### src/verilog/kjc_pkg.sv
`default_nettype none
package kjc_pkg;
  // register map, byte-wide registers addressed by the command byte
  localparam logic [7:0] ADDR_STATUS1 = 8'h00;
  localparam logic [7:0] ADDR_SECOND_STATUS_REGISTER = 8'h01;
  localparam logic [7:0] ADDR_STATUS3 = 8'h02;
  localparam logic [7:0] ADDR_MASK1 = 8'h04;
  localparam logic [7:0] ADDR_MASK2 = 8'h05;
  localparam logic [7:0] ADDR_VOL_LEFT = 8'h07;
  localparam logic [7:0] ADDR_VOL_RIGHT = 8'h08;
  localparam logic [7:0] ADDR_KEY_DIV_HIGH = 8'h12;
  localparam logic [7:0] ADDR_KEY_DIV_LOW = 8'h13;
  localparam logic [7:0] ADDR_KEY_DIV_ADC = 8'h14;
  localparam logic [7:0] ADDR_DEBOUNCE = 8'h15;
  localparam logic [7:0] ADDR_DELAY = 8'h16;
  localparam logic [7:0] ADDR_KEYSCAN_RESULT = 8'h17;
  localparam logic [7:0] ADDR_ENABLE1 = 8'h1d;
  localparam logic [7:0] ADDR_ENABLE2 = 8'h1e;
  localparam logic [7:0] ADDR_AUTO_CFG = 8'h1f;

  // field positions
  localparam int KEY_FLAG_BIT = 2;      // second_status_register
  localparam int JACK_FLAG_BIT = 7;     // status1, jack detection finished
  localparam int PRESS_BIT = 7;         // keyscan_result
  localparam int TRACK_BIT = 7;         // left volume register

  // reset values
  localparam logic [7:0] RST_BYTE = 8'h00;
  localparam logic [15:0] RST_WORD = 16'h0000;

  // volume code 0 is -60 dB, 1 dB per step, top code is +6 dB
  localparam logic [6:0] VOL_MAX = 7'h42;

  // auto configuration enables per detected load kind {enable2, enable1}
  localparam logic [15:0] AUTO_EN_NONE = 16'h0000;
  localparam logic [15:0] AUTO_EN_HEADPHONE = 16'h0683;
  localparam logic [15:0] AUTO_EN_HEADSET = 16'h1e83;
  localparam logic [15:0] AUTO_EN_LINE = 16'h0603;

  // keyscan timing: debounce unit 1 ms, delay unit 4 ms
  localparam logic [10:0] DELAY_MULT = 11'h004;
  localparam logic [10:0] ONE_STEP = 11'h001;

  typedef enum logic [1:0] {
    KJC_LOAD_NONE = 2'b00,
    KJC_LOAD_HEADPHONE = 2'b01,
    KJC_LOAD_HEADSET = 2'b10,
    KJC_LOAD_LINE = 2'b11
  } kjc_load_t;

  typedef struct packed {
    logic [7:0] addr;
    logic [7:0] data;
  } kjc_wr_t;
endpackage
`default_nettype wire

### src/verilog/kjc_i2c_slave.sv
`default_nettype none
module kjc_i2c_slave #(
  parameter logic [6:0] DEV_ADDR = 7'h40
) (
  input wire logic clock_i,
  input wire logic rst_n_i,
  input wire logic scl_i,
  input wire logic sda_i,
  input wire logic [7:0] rd_data_i,
  output logic sda_oe_o,
  output logic [7:0] cmd_o,
  output logic wr_valid_o,
  output kjc_pkg::kjc_wr_t wr_o,
  output logic rd_strobe_o
);
  typedef enum logic [3:0] {
    KJC_I_IDLE = 4'b0000, KJC_I_ADDR = 4'b0001, KJC_I_ACK_ADDR = 4'b0010,
    KJC_I_CMD = 4'b0011, KJC_I_ACK_CMD = 4'b0100, KJC_I_WDATA = 4'b0101,
    KJC_I_ACK_WDATA = 4'b0110, KJC_I_RDATA = 4'b0111, KJC_I_RACK = 4'b1000
  } kjc_i2c_st_t;

  kjc_i2c_st_t st_reg, st_next;
  logic scl_reg, sda_reg, rw_reg, rw_next, oe_reg, oe_next, wr_reg, wr_next, rd_reg, rd_next;
  logic [3:0] cnt_reg, cnt_next;
  logic [7:0] sh_reg, sh_next, cmd_reg, cmd_next;
  logic rise, fall, start_c, stop_c;

  assign rise = scl_i & ~scl_reg;
  assign fall = ~scl_i & scl_reg;
  assign start_c = scl_i & scl_reg & sda_reg & ~sda_i;
  assign stop_c = scl_i & scl_reg & ~sda_reg & sda_i;

  // byte engine, the command byte becomes the register address
  always_comb
  begin
    st_next = st_reg;
    cnt_next = cnt_reg;
    sh_next = sh_reg;
    cmd_next = cmd_reg;
    rw_next = rw_reg;
    oe_next = oe_reg;
    wr_next = 1'b0;
    rd_next = 1'b0;
    if (start_c)
    begin
      st_next = KJC_I_ADDR; // a repeated start also lands here
      cnt_next = 4'h0;
      oe_next = 1'b0;
    end
    else if (stop_c)
    begin
      st_next = KJC_I_IDLE;
      oe_next = 1'b0;
    end
    else if (rise && (st_reg == KJC_I_ADDR || st_reg == KJC_I_CMD || st_reg == KJC_I_WDATA))
    begin
      sh_next = {sh_reg[6:0], sda_i};
      cnt_next = cnt_reg + 4'h1;
    end
    else if (fall)
    begin
      case (st_reg)
        KJC_I_ADDR: if (cnt_reg == 4'h8)
        begin
          rw_next = sh_reg[0];
          oe_next = (sh_reg[7:1] == DEV_ADDR);
          st_next = (sh_reg[7:1] == DEV_ADDR) ? KJC_I_ACK_ADDR : KJC_I_IDLE;
        end
        KJC_I_ACK_ADDR:
        begin
          cnt_next = 4'h0;
          oe_next = 1'b0;
          st_next = KJC_I_CMD;
          if (rw_reg)
          begin
            oe_next = ~rd_data_i[7]; // read answers the register last named
            sh_next = {rd_data_i[6:0], 1'b0};
            cnt_next = 4'h1;
            rd_next = 1'b1;
            st_next = KJC_I_RDATA;
          end
        end
        KJC_I_CMD: if (cnt_reg == 4'h8)
        begin
          cmd_next = sh_reg;
          oe_next = 1'b1;
          st_next = KJC_I_ACK_CMD;
        end
        KJC_I_ACK_CMD, KJC_I_ACK_WDATA:
        begin
          oe_next = 1'b0;
          cnt_next = 4'h0;
          st_next = (st_reg == KJC_I_ACK_CMD) ? KJC_I_WDATA : KJC_I_IDLE;
        end
        KJC_I_WDATA: if (cnt_reg == 4'h8)
        begin
          wr_next = 1'b1;
          oe_next = 1'b1;
          st_next = KJC_I_ACK_WDATA;
        end
        KJC_I_RDATA:
        begin
          oe_next = (cnt_reg == 4'h8) ? 1'b0 : ~sh_reg[7];
          sh_next = {sh_reg[6:0], 1'b0};
          cnt_next = cnt_reg + 4'h1;
          st_next = (cnt_reg == 4'h8) ? KJC_I_RACK : KJC_I_RDATA;
        end
        KJC_I_RACK: st_next = KJC_I_IDLE; // single byte only
        default: st_next = KJC_I_IDLE;
      endcase
    end
  end

  always_ff @(posedge clock_i or negedge rst_n_i)
  begin
    if (!rst_n_i)
    begin
      st_reg <= KJC_I_IDLE;
      scl_reg <= 1'b1;
      sda_reg <= 1'b1;
      cnt_reg <= 4'h0;
      sh_reg <= 8'h00;
      cmd_reg <= 8'h00;
      rw_reg <= 1'b0;
      oe_reg <= 1'b0;
      wr_reg <= 1'b0;
      rd_reg <= 1'b0;
    end
    else
    begin
      st_reg <= st_next;
      scl_reg <= scl_i;
      sda_reg <= sda_i;
      cnt_reg <= cnt_next;
      sh_reg <= sh_next;
      cmd_reg <= cmd_next;
      rw_reg <= rw_next;
      oe_reg <= oe_next;
      wr_reg <= wr_next;
      rd_reg <= rd_next;
    end
  end

  assign sda_oe_o = oe_reg;
  assign cmd_o = cmd_reg;
  assign wr_valid_o = wr_reg;
  assign wr_o = '{addr: cmd_reg, data: sh_reg};
  assign rd_strobe_o = rd_reg;
endmodule // kjc_i2c_slave
`default_nettype wire

### src/verilog/kjc_regs.sv
// Contract
// - debounce code n gives n+1 milliseconds
// - delay code n gives 4(n+1) milliseconds
// - keyscan result readable at address 0x17
// - result bit 7 high press, low release
// - key flag bit 2 of second status
// - auto mode enables blocks by load type
// - no block enabled before jack detection done
// - volume spans -60 dB to +6 dB
// - tracking makes right volume follow left
// - command byte is the register address
// - timing clock divides by 16-bit pair 0x12/0x13
// - converter clock divides by 8-bit 0x14
// - flag drives interrupt only when enabled
`default_nettype none
module kjc_regs #(
  parameter logic [6:0] DEV_ADDR = 7'h40
) (
  input wire logic clock_i,
  input wire logic rst_n_i,
  input wire logic scl_i,
  input wire logic sda_i,
  output logic sda_o,
  output logic sda_oe_o,
  input wire logic key_active_i,
  input wire logic [6:0] key_code_i,
  input wire logic jack_done_i,
  input wire logic [1:0] jack_load_i,
  output logic [15:0] block_en_o,
  output logic [6:0] vol_left_o,
  output logic [6:0] vol_right_o,
  output logic key_tick_o,
  output logic adc_clk_en_o,
  output logic irq_o,
  output logic irq_oe_o
);
  typedef enum logic [1:0] {
    KJC_KS_IDLE = 2'b00,
    KJC_KS_DEBOUNCE = 2'b01,
    KJC_KS_DELAY = 2'b10
  } kjc_ks_t;

  logic [7:0] cmd;
  logic wr_valid, rd_strobe, sda_oe_i2c;
  kjc_pkg::kjc_wr_t wr;
  logic [7:0] rd_data;

  logic [7:0] st1_reg, st1_next, st2_reg, st2_next, mask1_reg, mask1_next, mask2_reg, mask2_next;
  logic [7:0] vol_l_reg, vol_l_next, vol_r_reg, vol_r_next;
  logic [7:0] div_hi_reg, div_hi_next, div_lo_reg, div_lo_next, div_adc_reg, div_adc_next;
  logic [7:0] deb_reg, deb_next, dly_reg, dly_next, res_reg, res_next;
  logic [7:0] en1_reg, en1_next, en2_reg, en2_next, auto_reg, auto_next;
  logic [15:0] kdiv_cnt_reg, kdiv_cnt_next;
  logic [7:0] adiv_cnt_reg, adiv_cnt_next;
  logic half_reg, half_next, ms_tick_reg, ms_tick_next, adc_en_reg, adc_en_next;
  kjc_ks_t ks_reg, ks_next;
  logic lvl_reg, lvl_next, done_q_reg, done_q_next, key_evt;
  logic [10:0] ms_cnt_reg, ms_cnt_next;
  logic [15:0] en_reg, en_next, auto_en;
  logic [6:0] vl_reg, vl_next, vr_reg, vr_next;
  logic irq_reg, irq_next;

  kjc_i2c_slave #(.DEV_ADDR(DEV_ADDR)) u_i2c (
    .clock_i(clock_i),
    .rst_n_i(rst_n_i),
    .scl_i(scl_i),
    .sda_i(sda_i),
    .rd_data_i(rd_data),
    .sda_oe_o(sda_oe_i2c),
    .cmd_o(cmd),
    .wr_valid_o(wr_valid),
    .wr_o(wr),
    .rd_strobe_o(rd_strobe)
  );

  // read mux, unmapped addresses read as zero
  always_comb
  begin
    if (cmd == kjc_pkg::ADDR_STATUS1) rd_data = st1_reg;
    else if (cmd == kjc_pkg::ADDR_SECOND_STATUS_REGISTER) rd_data = st2_reg;
    else if (cmd == kjc_pkg::ADDR_STATUS3) rd_data = {6'h00, jack_load_i};
    else if (cmd == kjc_pkg::ADDR_MASK1) rd_data = mask1_reg;
    else if (cmd == kjc_pkg::ADDR_MASK2) rd_data = mask2_reg;
    else if (cmd == kjc_pkg::ADDR_VOL_LEFT) rd_data = vol_l_reg;
    else if (cmd == kjc_pkg::ADDR_VOL_RIGHT) rd_data = vol_r_reg;
    else if (cmd == kjc_pkg::ADDR_KEY_DIV_HIGH) rd_data = div_hi_reg;
    else if (cmd == kjc_pkg::ADDR_KEY_DIV_LOW) rd_data = div_lo_reg;
    else if (cmd == kjc_pkg::ADDR_KEY_DIV_ADC) rd_data = div_adc_reg;
    else if (cmd == kjc_pkg::ADDR_DEBOUNCE) rd_data = deb_reg;
    else if (cmd == kjc_pkg::ADDR_DELAY) rd_data = dly_reg;
    else if (cmd == kjc_pkg::ADDR_KEYSCAN_RESULT) rd_data = res_reg;
    else if (cmd == kjc_pkg::ADDR_ENABLE1) rd_data = en1_reg;
    else if (cmd == kjc_pkg::ADDR_ENABLE2) rd_data = en2_reg;
    else if (cmd == kjc_pkg::ADDR_AUTO_CFG) rd_data = auto_reg;
    else rd_data = 8'h00;
  end

  // writable registers; volume codes clamp so nothing exceeds +6 dB
  always_comb
  begin
    mask1_next = mask1_reg;
    mask2_next = mask2_reg;
    vol_l_next = vol_l_reg;
    vol_r_next = vol_r_reg;
    div_hi_next = div_hi_reg;
    div_lo_next = div_lo_reg;
    div_adc_next = div_adc_reg;
    deb_next = deb_reg;
    dly_next = dly_reg;
    en1_next = en1_reg;
    en2_next = en2_reg;
    auto_next = auto_reg;
    if (wr_valid)
    begin
      if (wr.addr == kjc_pkg::ADDR_MASK1) mask1_next = wr.data;
      else if (wr.addr == kjc_pkg::ADDR_MASK2) mask2_next = wr.data;
      else if (wr.addr == kjc_pkg::ADDR_VOL_LEFT)
        vol_l_next = {wr.data[7], (wr.data[6:0] > kjc_pkg::VOL_MAX) ? kjc_pkg::VOL_MAX : wr.data[6:0]};
      else if (wr.addr == kjc_pkg::ADDR_VOL_RIGHT)
        vol_r_next = {1'b0, (wr.data[6:0] > kjc_pkg::VOL_MAX) ? kjc_pkg::VOL_MAX : wr.data[6:0]};
      else if (wr.addr == kjc_pkg::ADDR_KEY_DIV_HIGH) div_hi_next = wr.data;
      else if (wr.addr == kjc_pkg::ADDR_KEY_DIV_LOW) div_lo_next = wr.data;
      else if (wr.addr == kjc_pkg::ADDR_KEY_DIV_ADC) div_adc_next = wr.data;
      else if (wr.addr == kjc_pkg::ADDR_DEBOUNCE) deb_next = wr.data;
      else if (wr.addr == kjc_pkg::ADDR_DELAY) dly_next = wr.data;
      else if (wr.addr == kjc_pkg::ADDR_ENABLE1) en1_next = wr.data;
      else if (wr.addr == kjc_pkg::ADDR_ENABLE2) en2_next = wr.data;
      else if (wr.addr == kjc_pkg::ADDR_AUTO_CFG) auto_next = wr.data;
    end
  end

  // clock dividers; a divisor of zero stops the divider rather than run wild
  always_comb
  begin
    kdiv_cnt_next = kdiv_cnt_reg;
    half_next = half_reg;
    ms_tick_next = 1'b0;
    adiv_cnt_next = adiv_cnt_reg;
    adc_en_next = 1'b0;
    if ({div_hi_reg, div_lo_reg} != kjc_pkg::RST_WORD)
    begin
      kdiv_cnt_next = kdiv_cnt_reg + 16'h0001;
      if (kdiv_cnt_reg >= {div_hi_reg, div_lo_reg} - 16'h0001)
      begin
        kdiv_cnt_next = kjc_pkg::RST_WORD;
        half_next = ~half_reg;
        ms_tick_next = half_reg; // two half periods make one millisecond
      end
    end
    if (div_adc_reg != kjc_pkg::RST_BYTE)
    begin
      adiv_cnt_next = adiv_cnt_reg + 8'h01;
      if (adiv_cnt_reg >= div_adc_reg - 8'h01)
      begin
        adiv_cnt_next = kjc_pkg::RST_BYTE;
        adc_en_next = 1'b1;
      end
    end
  end

  // keyscan sequence: debounce both edges, delay only before a press is captured
  always_comb
  begin
    ks_next = ks_reg;
    lvl_next = lvl_reg;
    ms_cnt_next = ms_cnt_reg;
    res_next = res_reg;
    key_evt = 1'b0;
    case (ks_reg)
      KJC_KS_IDLE:
        if (key_active_i != lvl_reg)
        begin
          ks_next = KJC_KS_DEBOUNCE;
          ms_cnt_next = 11'h000;
        end
      KJC_KS_DEBOUNCE:
        if (key_active_i == lvl_reg)
          ks_next = KJC_KS_IDLE; // bounced back, nothing reported
        else if (ms_tick_reg)
        begin
          ms_cnt_next = ms_cnt_reg + kjc_pkg::ONE_STEP;
          if (ms_cnt_next == {3'h0, deb_reg} + kjc_pkg::ONE_STEP)
          begin
            lvl_next = key_active_i;
            ms_cnt_next = 11'h000;
            ks_next = key_active_i ? KJC_KS_DELAY : KJC_KS_IDLE;
            if (!key_active_i)
            begin
              res_next = {1'b0, res_reg[6:0]};
              key_evt = 1'b1;
            end
          end
        end
      KJC_KS_DELAY:
        if (ms_tick_reg)
        begin
          ms_cnt_next = ms_cnt_reg + kjc_pkg::ONE_STEP;
          if (ms_cnt_next == ({3'h0, dly_reg} + kjc_pkg::ONE_STEP) * kjc_pkg::DELAY_MULT)
          begin
            res_next = {1'b1, key_code_i};
            key_evt = 1'b1;
            ks_next = KJC_KS_IDLE;
          end
        end
      default: ks_next = KJC_KS_IDLE;
    endcase
  end

  // sticky flags, cleared by reading; a new event beats the clear
  always_comb
  begin
    done_q_next = jack_done_i;
    st1_next = st1_reg;
    st2_next = st2_reg;
    if (rd_strobe && cmd == kjc_pkg::ADDR_STATUS1) st1_next = 8'h00;
    if (rd_strobe && cmd == kjc_pkg::ADDR_SECOND_STATUS_REGISTER) st2_next = 8'h00;
    if (jack_done_i && !done_q_reg) st1_next[kjc_pkg::JACK_FLAG_BIT] = 1'b1;
    if (key_evt) st2_next[kjc_pkg::KEY_FLAG_BIT] = 1'b1;
    irq_next = |(st1_reg & mask1_reg) | |(st2_reg & mask2_reg);
  end

  // block enables and effective volumes
  always_comb
  begin
    case (kjc_pkg::kjc_load_t'(jack_load_i))
      kjc_pkg::KJC_LOAD_HEADPHONE: auto_en = kjc_pkg::AUTO_EN_HEADPHONE;
      kjc_pkg::KJC_LOAD_HEADSET: auto_en = kjc_pkg::AUTO_EN_HEADSET;
      kjc_pkg::KJC_LOAD_LINE: auto_en = kjc_pkg::AUTO_EN_LINE;
      default: auto_en = kjc_pkg::AUTO_EN_NONE;
    endcase
    if (!jack_done_i) en_next = kjc_pkg::RST_WORD;
    else if (auto_reg != kjc_pkg::RST_BYTE) en_next = auto_en;
    else en_next = {en2_reg, en1_reg};
    vl_next = vol_l_reg[6:0];
    vr_next = vol_l_reg[kjc_pkg::TRACK_BIT] ? vol_l_reg[6:0] : vol_r_reg[6:0];
  end

  always_ff @(posedge clock_i or negedge rst_n_i)
  begin
    if (!rst_n_i)
    begin
      st1_reg <= kjc_pkg::RST_BYTE;
      st2_reg <= kjc_pkg::RST_BYTE;
      mask1_reg <= kjc_pkg::RST_BYTE;
      mask2_reg <= kjc_pkg::RST_BYTE;
      vol_l_reg <= kjc_pkg::RST_BYTE;
      vol_r_reg <= kjc_pkg::RST_BYTE;
      div_hi_reg <= kjc_pkg::RST_BYTE;
      div_lo_reg <= kjc_pkg::RST_BYTE;
      div_adc_reg <= kjc_pkg::RST_BYTE;
      deb_reg <= kjc_pkg::RST_BYTE;
      dly_reg <= kjc_pkg::RST_BYTE;
      res_reg <= kjc_pkg::RST_BYTE;
      en1_reg <= kjc_pkg::RST_BYTE;
      en2_reg <= kjc_pkg::RST_BYTE;
      auto_reg <= kjc_pkg::RST_BYTE;
      kdiv_cnt_reg <= kjc_pkg::RST_WORD;
      adiv_cnt_reg <= kjc_pkg::RST_BYTE;
      half_reg <= 1'b0;
      ms_tick_reg <= 1'b0;
      adc_en_reg <= 1'b0;
      ks_reg <= KJC_KS_IDLE;
      lvl_reg <= 1'b0;
      ms_cnt_reg <= 11'h000;
      done_q_reg <= 1'b0;
      en_reg <= kjc_pkg::RST_WORD;
      vl_reg <= 7'h00;
      vr_reg <= 7'h00;
      irq_reg <= 1'b0;
    end
    else
    begin
      st1_reg <= st1_next;
      st2_reg <= st2_next;
      mask1_reg <= mask1_next;
      mask2_reg <= mask2_next;
      vol_l_reg <= vol_l_next;
      vol_r_reg <= vol_r_next;
      div_hi_reg <= div_hi_next;
      div_lo_reg <= div_lo_next;
      div_adc_reg <= div_adc_next;
      deb_reg <= deb_next;
      dly_reg <= dly_next;
      res_reg <= res_next;
      en1_reg <= en1_next;
      en2_reg <= en2_next;
      auto_reg <= auto_next;
      kdiv_cnt_reg <= kdiv_cnt_next;
      adiv_cnt_reg <= adiv_cnt_next;
      half_reg <= half_next;
      ms_tick_reg <= ms_tick_next;
      adc_en_reg <= adc_en_next;
      ks_reg <= ks_next;
      lvl_reg <= lvl_next;
      ms_cnt_reg <= ms_cnt_next;
      done_q_reg <= done_q_next;
      en_reg <= en_next;
      vl_reg <= vl_next;
      vr_reg <= vr_next;
      irq_reg <= irq_next;
    end
  end

  // open-drain pins: the driven level is always low
  assign sda_o = 1'b0;
  assign sda_oe_o = sda_oe_i2c;
  assign irq_o = 1'b0;
  assign irq_oe_o = irq_reg;
  assign block_en_o = en_reg;
  assign vol_left_o = vl_reg;
  assign vol_right_o = vr_reg;
  assign key_tick_o = ms_tick_reg;
  assign adc_clk_en_o = adc_en_reg;
endmodule // kjc_regs
`default_nettype wire

### config.mk
export PLATFORM = sky130hd
export DESIGN_NAME = kjc_regs
export DESIGN_NICKNAME = d
export VERILOG_FILES = /design/src/verilog/kjc_pkg.sv /design/src/verilog/kjc_i2c_slave.sv /design/src/verilog/kjc_regs.sv
export SDC_FILE = /design/constraint.sdc
export NUM_CORES = 1
export LEC_CHECK = 0
export BUFFER_PORTS_ARGS = -buffer_cell sky130_fd_sc_hd__buf_4
export CAP_MARGIN = 20
export CELL_PAD_IN_SITES_DETAIL_PLACEMENT = 1
export CELL_PAD_IN_SITES_GLOBAL_PLACEMENT = 2
export CORE_ASPECT_RATIO = 0.9
export CORE_MARGIN = 8
export CORE_UTILIZATION = 41
export DETAILED_ROUTE_END_ITERATION = 10
export GPL_TIMING_DRIVEN = 1
export PLACE_DENSITY_LB_ADDON = 0.05
export RECOVER_POWER = 50
export SYNTH_ARGS = -nofsm -noshare
export SYNTH_HDL_FRONTEND = slang
export SYNTH_SLANG_ARGS = --single-unit
### constraint.sdc
create_clock -name clock_i -period 4.4 [get_ports clock_i]
set_input_delay 0.88 -clock clock_i [delete_from_list [all_inputs] [get_ports clock_i]]
set_output_delay 0.88 -clock clock_i [all_outputs]
set_load 0.03 [all_outputs]
# Word level (Yosys, flattened, before mapping)
# Index checks and enable logic that the tools add are counted.
# classes
addsub,8
n_mul,0
div_mod_pow,0
magnitude_cmp,3
n_eq_ne,49
shift,0
mux,102
n_bitwise,33
reduce_logical,50
# op_table
cell,n
$mux W8,27
$eq A8 B5 Y1 const B,9
$mux W11,5
$mux W16,3
$mux W4,12
$pmux W13 S3,1
$mux W1,33
$pmux W11 S3,1
$pmux W8 S2,2
$reduce_and A5 Y1,6
$eq A8 B3 Y1 const B,3
$pmux W4 S6,1
$not A1 Y1,23
$add A8 B1 Y9 const B,2
$reduce_and A6 Y1,3
$add A16 B1 Y16 const B,1
$eq A4 B3 Y1 const B,4
$ge A16 B16 Y1,1
$mux W2,8
$reduce_bool A16 Y1,1
$reduce_bool A8 Y1,2
$reduce_or A8 Y1,2
$sub A16 B1 Y16 const B,1
$mux W7,2
54 further kinds,92
# totals
register_bits,208
latchBits,0
ramBits,0
rom_bits,0
out_inout_bits,36
wordCells,284
n_memories,0

# Longest topological paths before layout
# depth
depth_word,24
ltp_mapped,15
mapped_depth_nobuf,14

# Cells and area by module
# A second synthesis with hierarchy kept.
# unflattened
cells_unflattened,1129
area_unflattened_um2,11853.9
# by_module_without_submodules
mod,n_inst,cells_each,area_each_um2,seq_area_each_um2
kjc_regs,1,965,10084.7,4454.3
kjc_i2c_slave,1,164,1769.2,753.2

# Worst setup path after synthesis
# No wires, ideal clock.
# synth_timing
kind,register to register
startpoint,register div_lo_reg[5]
endpoint,register kdiv_cnt_reg[10]
setup_ps,132
arrival_time_ps,3535
required_time_ps,4268
slack_ps,734
stages_incl_launch_ff,15
synth_period_minus_slack_ps,3666
cell_sequence,dfrtp_1 -> or4_1 -> or3_1 -> nor2_1 -> nand3_1 -> or4_1 -> xnor2_1 -> ha_1 -> nand4_1 -> a21oi_1 -> o21ai_0 -> o21a_1 -> nor2_1 -> clkbuf_1 -> nor2_1
# synth_between
elab_chain_len,3
elab_cells_between_ends,4
classes_between,1 x add/sub; 1 x order compare; 1 x mux; 1 x reduce/logical
# synth_rtl
item,line_no,source
start: declaration,kjc_regs.sv:50,"logic [7:0] div_hi_reg, div_hi_next, div_lo_reg, div_lo_next, div_adc_reg, div_adc_next;"
start signal: assignment,kjc_regs.sv:249,div_lo_reg <= kjc_pkg::RST_BYTE;
start signal: assignment,kjc_regs.sv:280,div_lo_reg <= div_lo_next;
$sub A16 B1 Y16,kjc_regs.sv:143,"if (kdiv_cnt_reg >= {div_hi_reg, div_lo_reg} - 16'h0001)"
$ge A16 B16 Y1,kjc_regs.sv:143,
$mux W16,kjc_regs.sv:143,
end signal: assignment,kjc_regs.sv:257,kdiv_cnt_reg <= kjc_pkg::RST_WORD;
end signal: assignment,kjc_regs.sv:288,kdiv_cnt_reg <= kdiv_cnt_next;
end: declaration,kjc_regs.sv:53,"logic [15:0] kdiv_cnt_reg, kdiv_cnt_next;"
# Several ways; a longest one is shown, not always the timed one.
# A chain may end at the register's enable or synchronous reset.

# Worst setup path after layout
# layout_timing
startpoint,register div_lo_reg[4]
endpoint,register half_reg
# layout_between
elab_chain_len,3
elab_cells_between_ends,4
classes_between,1 x add/sub; 1 x order compare; 2 x reduce/logical
# layout_rtl
item,line_no,source
$sub A16 B1 Y16,kjc_regs.sv:143,
$ge A16 B16 Y1,kjc_regs.sv:143,
$reduce_and A2 Y1 (no line) (*),n/a,
end signal: assignment,kjc_regs.sv:290,half_reg <= half_next;
end: declaration,kjc_regs.sv:55,"logic half_reg, half_next, ms_tick_reg, ms_tick_next, adc_en_reg, adc_en_next;"
# Every way passes the cells marked *; elsewhere a longest branch is shown, timed or not.

==> flow_summary.yaml <==
sta:
  max_freq_mhz: 262.2
  period_needed_ps: 3813
  setup_violations: 0
  fin_ws_ps: 586.6
  slew_viol_final: 104
  slew_headroom_pct: -80.64
  tightest_slew_ps: 2710
  skew_ps: 8.374
  rsz0062_at_grt: "false"
  period_share_pct: 86.67
  fin_tns_setup_ps: 0
  hold_violations: 0
yosys:
  synth-seq-cells: 208
  synth_edf_count: 0
  synthCells: 1172
  syn_area_um2: 11510
  ys_types: 79
  synth.most_common_cell: "dfrtp_1"
  netlist.area_leader.share_pct: 44.78
  synthArstFlopShare_pct: 100.0
  synthTopCellsByArea: "dfrtp_1 (45%), mux2_2 (8.3%), ha_1 (4.5%), o21ai_0 (4.1%), nand2_1 (4.1%)"
  synth_ff_type: "dfrtp_1"
  synth_commonest_cells: "dfrtp_1 (206), nand2_1 (125), o21ai_0 (95), nor2_1 (93), mux2_2 (85)"
  avgSynthCellArea_um2: 9.822
  yosys.area.top_type: "dfrtp_1"
  seq_area_frac_synth_pct: 45.24
  ys_warn_count: 0
setup_path:
  cp-start-kind: "flop"
  crit_path_max_fanout: 14
  crit_buf_inv: 1
  cp_top_family: "simple AND/OR/NAND/NOR gates"
  criticalPathCategory: "flop to flop"
  reg2reg_depth: 15
  slowest_stage: "or4_1"
  cp.required_ps: 4800
  critPathArrivalTime_ps: 4210
  crit_chain: "or4_1 -> or3_1 -> nor2_1 -> nand3_1 -> nor3_1 -> nand2_1 -> xor2_1 -> ha_1 -> a21o_1 -> a21o_1 -> a21oi_1 -> o21a_1 -> nor2_1 -> buf_4 -> xor2_1"
  cp.depth: 15
  end_kind: "flop"
  cpPeakStageDelay_ps: 550
drt:
  dr.pass1.iters: 5
  drc: 0
  antenna_left: 0
  drt_wl_total_mm: 34.42
  via_per_inst: 5.698
  vias: 9054
  wl_per_cell_um: 21.66
  drt_iter0_drc: 568
die:
  die_h_um: 175.0
  start_util_pct: 41.42
  die_area_um2: 33700
  fp-row-count: 58
  coreArea_um2: 27790
  ios: 51
  die-width_um: 192.6
pwr:
  power_density_nw_per_um2: 332.5
  p_leak_nw: 6.235
  max-vdd-ir-drop_mv: 0.2590
place:
  gp_congestion: 0.8199
  place_ws_ps: 628.9
  hpwl_mm: 24.58
  place_inst: 1545
  portBuffers: 48
  dpl_cell_area_um2: 12260
cells_and_area:
  diodes: 0
  fin_cells: 1589
  area_growth_pct: 13.45
  drive_above_1_share_pct: 17.33
  design_area_um2: 13060
  fin_nets: 1268
  fill_cells: 3119
  fin_util_pct: 46.98
run_status:
  status: "finished, violations left"
  violations: "capacitance limit, slew limit"
clock_tree:
  cts_made_buffers: 25
  tritoncts: "done"
  path_clk_slew_ps: 60
  postCtsSetupRepairBufs: 0
  worstSkewPairLatency_ps: 520
  clockBufferDepth: 3
  cts_sinks: 208
  holdBufCountCts: 0
  post_cts_resized: 0
  root_buffer: "clkbuf_16"
  htree_levels: 1
worst_hold_path:
  holdCritPathClass: "flop to flop"
  hold_depth: 1
global_route:
  grt_pass1_vias: 9326
  antenna_found_initial: 0
  gr-total-overflow: 0
  grt_max_degree: 104
  grt_pass1_wl_mm: 54.89
  track_usage_pct: 20.54
job:
  max_cap_viol_count: 1
## report_power, final
group / switching, mW / leakage [nW] / internal [mW]
Combinational: 0.140 / 2.99 / 0.0522
Sequential: 0.0954 / 2.83 / 1.93
Clock: 0.823 / 0.414 / 1.30
## through the flow
step                total power [mW]  hold WS [ps]
finish                         4.342         440.9
global route                   4.497         477.1
CTS                            4.412         423.6
detailed placement             2.259         426.0
global placement               2.257         441.3
floorplan                      2.093         384.1
## kinds of logic (layout without fill, tap and decap cells)
logic type / after synthesis / count (layout) / synth area share [%]
other: 1 / 2 / 0.03258
AOI/OAI and AO/OA: 258 / 258 / 14.51
buffers and inverters: 99 / 155 / 3.467
and+or+nand+nor: 384 / 384 / 16.13
muxes: 111 / 111 / 10.59
adders and majority gates: 42 / 42 / 4.543
xor gates and xnor gates: 69 / 69 / 5.489
DFF: 208 / 208 / 45.24
## routing by layer
metal,GRT usage [%],vias to the layer above,routed length [um]
met5,0,-,0
met4,3.944,0,569
met3,2.611,37,1310
met2,30.63,167,14990
met1,31.31,4593,17550
li1,-,4257,-
## area by class of cell
cell class,instances,area [um^2],area share (%)
flip-flops and latches,208,5209,39.89
repair buffers,67,481.7,3.689
clock inverters,11,138.9,1.064
well taps,360,450.4,3.449
multi-input cells,866,5908,45.24
inverters,44,165.2,1.265
clock buffers,33,705.7,5.404
## worst register-to-register path, stage by stage (launching register included)
cell and delay (ps):
dfrtp_1 420, or4_1 550, or3_1 340, nor2_1 170, nand3_1 190, nor3_1 290
nand2_1 110, xor2_1 150, ha_1 300, a21o_1 160, a21o_1 170, a21oi_1 220
o21a_1 210, nor2_1 70, buf_4 190, xor2_1 150
## cells in the final DEF, fill, tap and decap left out, drive strengths merged, types with 8 or more instances in the layout
master  instances
nand3          44
xnor2          36
o21ai          98
nor2b           8
nand4          13
ha             41
a21oi          46
buf            59
mux2i          25
o21a            9
nor4           11
o31ai           9
nand2b         10
dfrtp         206
a31oi          12
a22o            8
clkbuf         41
mux2           86
and3           13
or3             8
inv            43
nor2           93
nand2         125
nor3           16
and2           17
a21o           11
xor2           31
## path summary, 6_finish.rpt
| path | from | to | slack, ps |
|---|---|---|---|
| min reg2reg | done_q_reg$_DFF_PN0_ | st1_reg[7]$_DFFE_PN0P_ | 440 |
| max in group asynchronous | rst_n_i | vol_right_o[6]$_DFF_PN0_ | 1030 |
| min | done_q_reg$_DFF_PN0_ | st1_reg[7]$_DFFE_PN0P_ | 440 |
| max reg2reg | div_lo_reg[4]$_DFFE_PN0P_ | half_reg$_DFFE_PN0P_ | 590 |
| min in group asynchronous | rst_n_i | adiv_cnt_reg[6]$_DFFE_PN0P_ | 1150 |
| max | div_lo_reg[4]$_DFFE_PN0P_ | half_reg$_DFFE_PN0P_ | 590 |
No activity file was read; power rests on OpenSTA's default activity.
